### src/include/dcr_pkg.sv
package dcr_pkg;

    // Register bus widths.
    localparam int DCR_ADDR_W = 8;
    localparam int DCR_DATA_W = 16;

    // Register byte addresses.
    localparam logic [7:0] DCR_DEV_CTL_ADDR = 8'h98;
    localparam logic [7:0] DCR_CLS_ADDR = 8'h0c;
    localparam logic [7:0] DCR_INT_STATUS_ADDR = 8'he0;
    localparam logic [7:0] DCR_INT_MASK_ADDR = 8'he4;

    // Device control register reset value.
    localparam logic [15:0] DCR_DEV_CTL_RESET = 16'h2800;

    // Device control field positions.
    localparam int DCR_RETRY_BIT = 15;
    localparam int DCR_MAX_READ_REQ_SIZE_HI = 14;
    localparam int DCR_MAX_READ_REQ_SIZE_LO = 12;
    localparam int DCR_NO_SNOOP_BIT = 11;
    localparam int DCR_AUX_PM_BIT = 10;
    localparam int DCR_PHANTOM_BIT = 9;
    localparam int DCR_EXT_TAG_BIT = 8;
    localparam int DCR_MPS_HI = 7;
    localparam int DCR_MPS_LO = 5;
    localparam int DCR_RELAXED_BIT = 4;
    localparam int DCR_UR_REPORT_BIT = 3;
    localparam int DCR_FATAL_REPORT_BIT = 2;
    localparam int DCR_NONFATAL_REPORT_BIT = 1;
    localparam int DCR_CORR_REPORT_BIT = 0;

    // Writable bits of the device control register.
    localparam logic [15:0] DCR_DEV_CTL_WMASK = 16'hfcef;

    // Cache line size register width and reset value.
    localparam int DCR_CLS_W = 8;
    localparam logic [7:0] DCR_CLS_RESET = 8'h00;

    // Interrupt status bit positions.
    localparam int DCR_INT_W = 5;
    localparam int DCR_INT_CORR = 0;
    localparam int DCR_INT_NONFATAL = 1;
    localparam int DCR_INT_FATAL = 2;
    localparam int DCR_INT_UR = 3;
    localparam int DCR_INT_CFG_TIMEOUT = 4;
    localparam logic [4:0] DCR_INT_RESET = 5'h00;

    // Size encodings: 128 bytes shifted by the code, codes above 5 reserved.
    localparam int DCR_BYTES_W = 13;
    localparam logic [12:0] DCR_MIN_BYTES = 13'h0080;
    localparam logic [2:0] DCR_MAX_SIZE_CODE = 3'h5;

    // Converts a size code to bytes; reserved codes give the largest size.
    function automatic logic [12:0] dcr_size_bytes(input logic [2:0] code);
        logic [2:0] c;
        c = (code > DCR_MAX_SIZE_CODE) ? DCR_MAX_SIZE_CODE : code;
        return DCR_MIN_BYTES << c;
    endfunction : dcr_size_bytes

endpackage : dcr_pkg

### src/verilog/dcr_size_decode.sv
module dcr_size_decode
    import dcr_pkg::*;
(
    input wire logic [2:0] max_read_req_size,
    input wire logic [2:0] max_payload_size,
    input wire logic [DCR_CLS_W-1:0] cache_line_dwords,
    output logic [DCR_BYTES_W-1:0] read_req_bytes,
    output logic [DCR_BYTES_W-1:0] payload_bytes,
    output logic [DCR_BYTES_W-1:0] prefetch_bytes
);

    logic [DCR_BYTES_W-1:0] line_bytes;

    // Cache line size counts dwords, so four bytes per unit.
    assign line_bytes = {3'h0, cache_line_dwords, 2'h0};

    // Both size fields share one decode; reserved codes count as 4096 bytes.
    assign read_req_bytes = dcr_size_bytes(max_read_req_size);
    assign payload_bytes = dcr_size_bytes(max_payload_size);

    // Prefetch one cache line when it is set and shorter than the request cap,
    // otherwise the whole request cap; an unset line size means no hint.
    always_comb begin
        if (line_bytes != '0 && line_bytes < read_req_bytes) begin
            prefetch_bytes = line_bytes;
        end else begin
            prefetch_bytes = read_req_bytes;
        end
    end

endmodule : dcr_size_decode

### src/verilog/dcr_device_control.sv
// What this block does
// - Retry-status completion on forwarded config timeout only when retry enable set; resets 0.
// - Read request size field bits 14:12 caps each read request; default 512 bytes.
// - Prefetch amount per read combines read request cap with cache line size.
// - Bit 11 gives no-snoop attribute for upstream memory traffic off VC0; resets 1.
// - Aux power enable bit is plain storage, default 0, with no effect.
// - Phantom function, extended tag and relaxed ordering bits read 0, ignore writes.
// - Payload size field bits 7:5 caps posted writes and completions; default 128.
// - Unsupported request sends nonfatal message only while its report bit is set.
// - Fatal events send fatal messages only while fatal report bit is set.
// - Nonfatal events send nonfatal messages only while nonfatal report bit set.
// - Correctable events send correctable messages only while report bit set.
// - Device control sits at offset 98h and resets to 2800h.
module dcr_device_control
    import dcr_pkg::*;
(
    input wire logic clk,
    input wire logic resetn,
    input wire logic [DCR_ADDR_W-1:0] reg_addr,
    input wire logic [DCR_DATA_W-1:0] reg_wdata,
    input wire logic reg_write,
    input wire logic reg_read,
    output logic [DCR_DATA_W-1:0] reg_rdata,
    input wire logic cfg_fwd_timeout,
    input wire logic unsupp_req_rcvd,
    input wire logic fatal_err_event,
    input wire logic nonfatal_err_event,
    input wire logic corr_err_event,
    input wire logic upstream_vc_nonzero,
    output logic cfg_retry_cpl_send,
    output logic err_fatal_msg_send,
    output logic err_nonfatal_msg_send,
    output logic err_cor_msg_send,
    output logic tlp_no_snoop,
    output logic [DCR_BYTES_W-1:0] read_req_limit_bytes,
    output logic [DCR_BYTES_W-1:0] payload_limit_bytes,
    output logic [DCR_BYTES_W-1:0] read_prefetch_bytes,
    output logic aux_power_pm_en,
    output logic irq
);

    // All block state in one record.
    typedef struct packed {
        logic [DCR_DATA_W-1:0] dev_ctl;
        logic [DCR_CLS_W-1:0] cache_line;
        logic [DCR_INT_W-1:0] int_status;
        logic [DCR_INT_W-1:0] int_mask;
        logic [DCR_DATA_W-1:0] rdata;
        logic retry_cpl;
        logic fatal_msg;
        logic nonfatal_msg;
        logic cor_msg;
        logic no_snoop;
        logic [DCR_BYTES_W-1:0] read_req_bytes;
        logic [DCR_BYTES_W-1:0] payload_bytes;
        logic [DCR_BYTES_W-1:0] prefetch_bytes;
    } dcr_state_type;

    dcr_state_type state;
    dcr_state_type next_state;

    logic [DCR_BYTES_W-1:0] dec_read_req_bytes;
    logic [DCR_BYTES_W-1:0] dec_payload_bytes;
    logic [DCR_BYTES_W-1:0] dec_prefetch_bytes;
    logic [DCR_INT_W-1:0] int_events;
    logic [DCR_INT_W-1:0] int_clear;

    // Named views of the stored control fields.
    logic cfg_retry_completion_en;
    logic [2:0] max_read_req_size;
    logic no_snoop_flag_en;
    logic [2:0] max_payload_size;
    logic unsupp_req_report_en;
    logic fatal_err_report_en;
    logic nonfatal_err_report_en;
    logic corr_err_report_en;

    assign cfg_retry_completion_en = state.dev_ctl[DCR_RETRY_BIT];
    assign max_read_req_size = state.dev_ctl[DCR_MAX_READ_REQ_SIZE_HI:DCR_MAX_READ_REQ_SIZE_LO];
    assign no_snoop_flag_en = state.dev_ctl[DCR_NO_SNOOP_BIT];
    assign max_payload_size = state.dev_ctl[DCR_MPS_HI:DCR_MPS_LO];
    assign unsupp_req_report_en = state.dev_ctl[DCR_UR_REPORT_BIT];
    assign fatal_err_report_en = state.dev_ctl[DCR_FATAL_REPORT_BIT];
    assign nonfatal_err_report_en = state.dev_ctl[DCR_NONFATAL_REPORT_BIT];
    assign corr_err_report_en = state.dev_ctl[DCR_CORR_REPORT_BIT];

    // Limit reset values go through the same decode as the fields, so a changed
    // control default cannot leave the limits out of step. Prefetch starts equal to
    // the read limit because the cache line size resets to zero.
    localparam logic [DCR_BYTES_W-1:0] READ_REQ_RESET =
        dcr_size_bytes(DCR_DEV_CTL_RESET[DCR_MAX_READ_REQ_SIZE_HI:DCR_MAX_READ_REQ_SIZE_LO]);
    localparam logic [DCR_BYTES_W-1:0] PAYLOAD_RESET =
        dcr_size_bytes(DCR_DEV_CTL_RESET[DCR_MPS_HI:DCR_MPS_LO]);

    // One address decode shared by the write and clear strobes, so those two paths
    // can never disagree on where a register lives; reads decode in read_word.
    function automatic logic reg_hit(
        input logic strobe,
        input logic [DCR_ADDR_W-1:0] addr,
        input logic [DCR_ADDR_W-1:0] target
    );
        return strobe && (addr == target);
    endfunction : reg_hit

    // Read multiplexer; unmapped addresses read zero, so probing software sees
    // nothing rather than a stale word.
    function automatic logic [DCR_DATA_W-1:0] read_word(
        input logic [DCR_ADDR_W-1:0] addr,
        input logic [DCR_DATA_W-1:0] dev_ctl,
        input logic [DCR_CLS_W-1:0] cache_line,
        input logic [DCR_INT_W-1:0] int_status,
        input logic [DCR_INT_W-1:0] int_mask
    );
        logic [DCR_DATA_W-1:0] word;
        word = '0;
        case (addr)
            DCR_DEV_CTL_ADDR: word = dev_ctl;
            DCR_CLS_ADDR: word[DCR_CLS_W-1:0] = cache_line;
            DCR_INT_STATUS_ADDR: word[DCR_INT_W-1:0] = int_status;
            DCR_INT_MASK_ADDR: word[DCR_INT_W-1:0] = int_mask;
            default: word = '0;
        endcase
        return word;
    endfunction : read_word

    // A message leaves only when its event meets its enable. The status bits do not
    // depend on the enables, so software can still poll what was suppressed.
    function automatic logic gated(
        input logic event_seen,
        input logic report_en
    );
        return event_seen & report_en;
    endfunction : gated

    // Size decode and prefetch sizing; its results are registered below.
    dcr_size_decode u_size_decode (
        .max_read_req_size(max_read_req_size),
        .max_payload_size(max_payload_size),
        .cache_line_dwords(state.cache_line),
        .read_req_bytes(dec_read_req_bytes),
        .payload_bytes(dec_payload_bytes),
        .prefetch_bytes(dec_prefetch_bytes)
    );

    // Raw events feeding the sticky status bits, independent of report enables.
    always_comb begin
        int_events = '0;
        int_events[DCR_INT_CORR] = corr_err_event;
        int_events[DCR_INT_NONFATAL] = nonfatal_err_event;
        int_events[DCR_INT_FATAL] = fatal_err_event;
        int_events[DCR_INT_UR] = unsupp_req_rcvd;
        int_events[DCR_INT_CFG_TIMEOUT] = cfg_fwd_timeout;
    end

    // Write-one-to-clear mask for the status register.
    assign int_clear = reg_hit(reg_write, reg_addr, DCR_INT_STATUS_ADDR) ? reg_wdata[DCR_INT_W-1:0] : '0;

    // Sticky status, one bit per event; the event beats a clear in the same cycle,
    // otherwise an event arriving while software clears the bit would be lost.
    logic [DCR_INT_W-1:0] status_kept;
    for (genvar i = 0; i < DCR_INT_W; i++) begin : g_status
        assign status_kept[i] = (state.int_status[i] & ~int_clear[i]) | int_events[i];
    end

    // Next-state logic for registers, messages and derived limits.
    always_comb begin
        next_state = state;

        // Only the writable bits take the write; hardwired zeros stay zero.
        if (reg_hit(reg_write, reg_addr, DCR_DEV_CTL_ADDR)) begin
            next_state.dev_ctl = reg_wdata & DCR_DEV_CTL_WMASK;
        end
        if (reg_hit(reg_write, reg_addr, DCR_CLS_ADDR)) begin
            next_state.cache_line = reg_wdata[DCR_CLS_W-1:0];
        end
        if (reg_hit(reg_write, reg_addr, DCR_INT_MASK_ADDR)) begin
            next_state.int_mask = reg_wdata[DCR_INT_W-1:0];
        end

        // A new event in the same cycle as its clear keeps the bit set.
        next_state.int_status = status_kept;

        // Read data is valid only in the cycle after the read strobe.
        next_state.rdata = '0;
        if (reg_read) begin
            next_state.rdata = read_word(reg_addr, state.dev_ctl, state.cache_line, state.int_status,
                state.int_mask);
        end

        // With retry disabled a timeout never yields a retry-status completion.
        next_state.retry_cpl = gated(cfg_fwd_timeout, cfg_retry_completion_en);

        // Error messages follow their events one cycle later, gated by the enables.
        next_state.fatal_msg = gated(fatal_err_event, fatal_err_report_en);
        next_state.nonfatal_msg = gated(nonfatal_err_event, nonfatal_err_report_en)
            | gated(unsupp_req_rcvd, unsupp_req_report_en);
        next_state.cor_msg = gated(corr_err_event, corr_err_report_en);

        // VC0 traffic always carries a clear no-snoop attribute.
        next_state.no_snoop = gated(upstream_vc_nonzero, no_snoop_flag_en);

        // Limits lag a control write by one cycle, which keeps them glitch free.
        next_state.read_req_bytes = dec_read_req_bytes;
        next_state.payload_bytes = dec_payload_bytes;
        next_state.prefetch_bytes = dec_prefetch_bytes;
    end

    // State register; reset values match the documented field defaults.
    always_ff @(posedge clk or negedge resetn) begin
        if (!resetn) begin
            state.dev_ctl <= DCR_DEV_CTL_RESET;
            state.cache_line <= DCR_CLS_RESET;
            state.int_status <= DCR_INT_RESET;
            state.int_mask <= DCR_INT_RESET;
            state.rdata <= '0;
            state.retry_cpl <= 1'b0;
            state.fatal_msg <= 1'b0;
            state.nonfatal_msg <= 1'b0;
            state.cor_msg <= 1'b0;
            state.no_snoop <= 1'b0;
            state.read_req_bytes <= READ_REQ_RESET;
            state.payload_bytes <= PAYLOAD_RESET;
            state.prefetch_bytes <= READ_REQ_RESET;
        end else begin
            state <= next_state;
        end
    end

    // Outputs come straight from the state record, except the level interrupt.
    assign reg_rdata = state.rdata;
    assign cfg_retry_cpl_send = state.retry_cpl;
    assign err_fatal_msg_send = state.fatal_msg;
    assign err_nonfatal_msg_send = state.nonfatal_msg;
    assign err_cor_msg_send = state.cor_msg;
    assign tlp_no_snoop = state.no_snoop;
    assign read_req_limit_bytes = state.read_req_bytes;
    assign payload_limit_bytes = state.payload_bytes;
    assign read_prefetch_bytes = state.prefetch_bytes;
    assign aux_power_pm_en = state.dev_ctl[DCR_AUX_PM_BIT];
    assign irq = |(state.int_status & state.int_mask);

endmodule : dcr_device_control

### config.mk
export PLATFORM = sky130hd
export DESIGN_NAME = dcr_device_control
export DESIGN_NICKNAME = d
export VERILOG_FILES = /design/src/include/dcr_pkg.sv /design/src/verilog/dcr_size_decode.sv /design/src/verilog/dcr_device_control.sv
export SDC_FILE = /design/constraint.sdc
export NUM_CORES = 1
export LEC_CHECK = 0
export BUFFER_PORTS_ARGS = -buffer_cell sky130_fd_sc_hd__buf_4
export CORE_AREA = 2 2 84 86
export DETAILED_ROUTE_END_ITERATION = 8
export DIE_AREA = 0 0 86 88
export HOLD_SLACK_MARGIN = 0.05
export PLACE_DENSITY = 0.75
export SLEW_MARGIN = 20
export SYNTH_ARGS = -nofsm -noshare
export SYNTH_HDL_FRONTEND = slang
export SYNTH_SLANG_ARGS = --single-unit
### constraint.sdc
create_clock -name clk -period 2.62 [get_ports clk]
set_input_delay 0.524 -clock clk [delete_from_list [all_inputs] [get_ports clk]]
set_output_delay 0.524 -clock clk [all_outputs]
set_load 0.005 [all_outputs]
==> flow_summary.ini <==
[route]
remaining_drc_errors = 0
antenna_left = 0
num_vias = 1968
drt-wirelength-per-cell_um = 15.5
routed_wl_um = 6070
viasPerCell = 5.03
dr.first_iter.drc_count = 116
firstDrtPassIters = 4

[critical_path]
arrival_ps = 2610
critical_path_buf_inv_count = 0
critical_path.top_delay_family = compound AO/OA/AOI/OAI gates
startpoint_type = flip-flop
cp-end-kind = flip-flop
slowest_stage = dfrtp_1
crit_path_max_incr_delay_ps = 460
r2r_cells = 6
worst-setup-path-type = flip-flop to flip-flop
r2r_setup_slack_ps = 190
crit_fanout = 8
reg2reg_to = read_prefetch_bytes[7]$_DFF_PN0_
r2r_start = max_read_req_size[0]$_DFFE_PN0P_
worstPathRequired_ps = 2810
crit_chain = or3_1, ha_1, o211a_1, a211oi_1, a21boi_0, o22ai_1

[timing]
setup_viol = 0
final.period_utilization_pct = 92.7
final_max_slew_viol_count = 0
whs_ps = 305
fmax_mhz = 412
hold_viol_final = 0
fin_skew_ps = 6.82
finalSetupTns_ps = 0
finalWorstSetupSlack_ps = 191
period_needed_ps = 2430
worst_slew_pin_slew_ps = 887
rsz0062_at_grt = no
relSlewSlack_pct = 40.9

[power]
p_per_area_nw_per_um2 = 596
power.leakage_nw = 1.97
ir_worst_vdd_mv = 0.296
p_total_mw = 2.27

[grt]
grt_overflow = 0
antenna_found_initial = 0
grt_pass1_wl_um = 9750
grt_pass1_vias = 1917
grt_max_degree = 74
grtUsageTotal_pct = 17.2

[cells_and_area]
finalNetCount = 343
fin_area_um2 = 3810
final_cell_mix = 76 x buf_4, 68 x dfrtp_1, 18 x conb_1
utilization_pct = 57.4
nFillCells = 567
layout.cells.non_filler = 391
antenna_cells = 0
area_growth_pct = 13.0
layout_commonest_cell = buf_4
drive_above_1_share_pct = 39.5

[clock_network]
clock-sinks = 73
clk_pin_slew_ps = 70
clockRootBuffer = clkbuf_8
htreeDepth = 3
clockBufferDepth = 2
worstSkewPairLatency_ps = 330
cts_resized = 0
cts_tree = built
numCtsBuffers = 9
cts_setup_buffers = 0
hold_buffers = 0

[synthesis]
synth_edf_count = 0
syn_inst = 266
synth_area_um2 = 3370
avgSynthCellArea_um2 = 12.7
synth_cell_types = 42
ys_seq_elements = 73
yosysSeqAreaShare_pct = 54.3
ys.flop_type = dfrtp_1
ys_warn_count = 0
ys_async_sr_fraction_pct = 100

[placed_design]
dp_hpwl_um = 4350
placed_area_um2 = 3620
port_buffers = 75
gp_congestion = 0.837
place_inst = 375
pre_cts_ws_ps = 196

[floorplan]
die_x_um = 86
pin_count = 96
row_count = 30
start_util_pct = 50.8
dieHeight_um = 88
dieArea_um2 = 7570
core-area_um2 = 6640

[worst_hold_path]
min_path_type = primary input to asynchronous set/reset pin

[status]
outcome = finished clean

[flow_run]
drv_cap = 0
## where the power goes
part / switching (mW) / leakage (nW) / internal [mW]
clock network: 0.380 / 0.0974 / 0.464
registers: 0.0315 / 0.961 / 1.17
logic: 0.107 / 0.909 / 0.115
total: 0.519 / 1.97 / 1.75
## logic make-up after synthesis
family                     after synthesis  share of synthesized area [%]
AOI/OAI and AO/OA                       31                           7.30
adders and majority gates                3                           1.11
buffers and inverters                   68                           14.8
DFF                                     73                           54.3
muxes                                   31                           11.5
other                                    1                          0.111
and+or+nand+nor                         59                           10.9
## metal layers
| metal | wire length (µm) | vias to the layer above | share of wire, % | global-route usage (%) |
|---|---|---|---|---|
| met5 | 0 | - | 0 | 0 |
| met1 | 2730 | 957 | 45 | 22.9 |
| met3 | 382 | 6 | 6.3 | 5.00 |
| met4 | 72 | 0 | 1.2 | 8.66 |
| met2 | 2890 | 70 | 48 | 25.9 |
| li1 | - | 935 | - | - |
## cell usage after synthesis (3+ instances only)
| library cell | n | area share (%) |
|---|---|---|
| dfrtp_1 | 68 | 50 |
| a22o_1 | 5 | 1.3 |
| nor3b_1 | 3 | 0.67 |
| mux2_1 | 6 | 2.0 |
| dfstp_2 | 5 | 3.9 |
| mux2_4 | 10 | 4.4 |
| ha_1 | 3 | 1.1 |
| nor2b_1 | 7 | 1.3 |
| nor2_1 | 9 | 1.0 |
| nand2_1 | 3 | 0.33 |
| a22oi_1 | 6 | 1.3 |
| a21o_1 | 5 | 1.1 |
| nand3_1 | 5 | 0.74 |
| mux2_2 | 15 | 5.0 |
| inv_1 | 4 | 0.44 |
| and2_1 | 12 | 2.2 |
| and3b_1 | 3 | 0.78 |
| buf_2 | 3 | 0.44 |
| a32o_1 | 3 | 0.89 |
| and3_1 | 7 | 1.3 |
| buf_4 | 56 | 12 |
## worst max-delay path by stage
| stage | slack, ps | cells after the start | startpoint | to |
|---|---|---|---|---|
| floorplan | 400 | 7 | max_read_req_size[2]$_DFFE_PN0P_ | read_prefetch_bytes[7]$_DFF_PN0_ |
| global placement | 300 | 6 | max_read_req_size[0]$_DFFE_PN0P_ | read_prefetch_bytes[7]$_DFF_PN0_ |
| detailed placement | 200 | 6 | max_read_req_size[0]$_DFFE_PN0P_ | read_prefetch_bytes[7]$_DFF_PN0_ |
| CTS | 180 | 6 | max_read_req_size[0]$_DFFE_PN0P_ | read_prefetch_bytes[7]$_DFF_PN0_ |
| global route | 80 | 6 | max_read_req_size[0]$_DFFE_PN0P_ | read_prefetch_bytes[7]$_DFF_PN0_ |
| finish | 190 | 6 | max_read_req_size[0]$_DFFE_PN0P_ | read_prefetch_bytes[7]$_DFF_PN0_ |
## registers in the layout, indices dropped and copies added (netlist names)
name	count
aux_power_pm_en	1
cfg_retry_completion_en	1
cfg_retry_cpl_send	1
corr_err_report_en	1
err_cor_msg_send	1
err_fatal_msg_send	1
err_nonfatal_msg_send	1
fatal_err_report_en	1
max_payload_size	3
max_read_req_size	3
no_snoop_flag_en	1
nonfatal_err_report_en	1
payload_limit_bytes	6
read_prefetch_bytes	11
read_req_limit_bytes	6
reg_rdata	14
state	19
tlp_no_snoop	1
## final cells by class
cell class | instances | area (µm²) | area share, %
Clock buffer | 13 | 149 | 3.91
Multi-Input combinational cell | 142 | 1100 | 29.0
Sequential cell | 73 | 1830 | 48.1
Tap cell | 80 | 100 | 2.63
Timing Repair Buffer | 76 | 571 | 15.0
Inverter | 4 | 15.0 | 0.394
Clock inverter | 3 | 40.0 | 1.05
No activity file was read; power rests on OpenSTA's default activity.
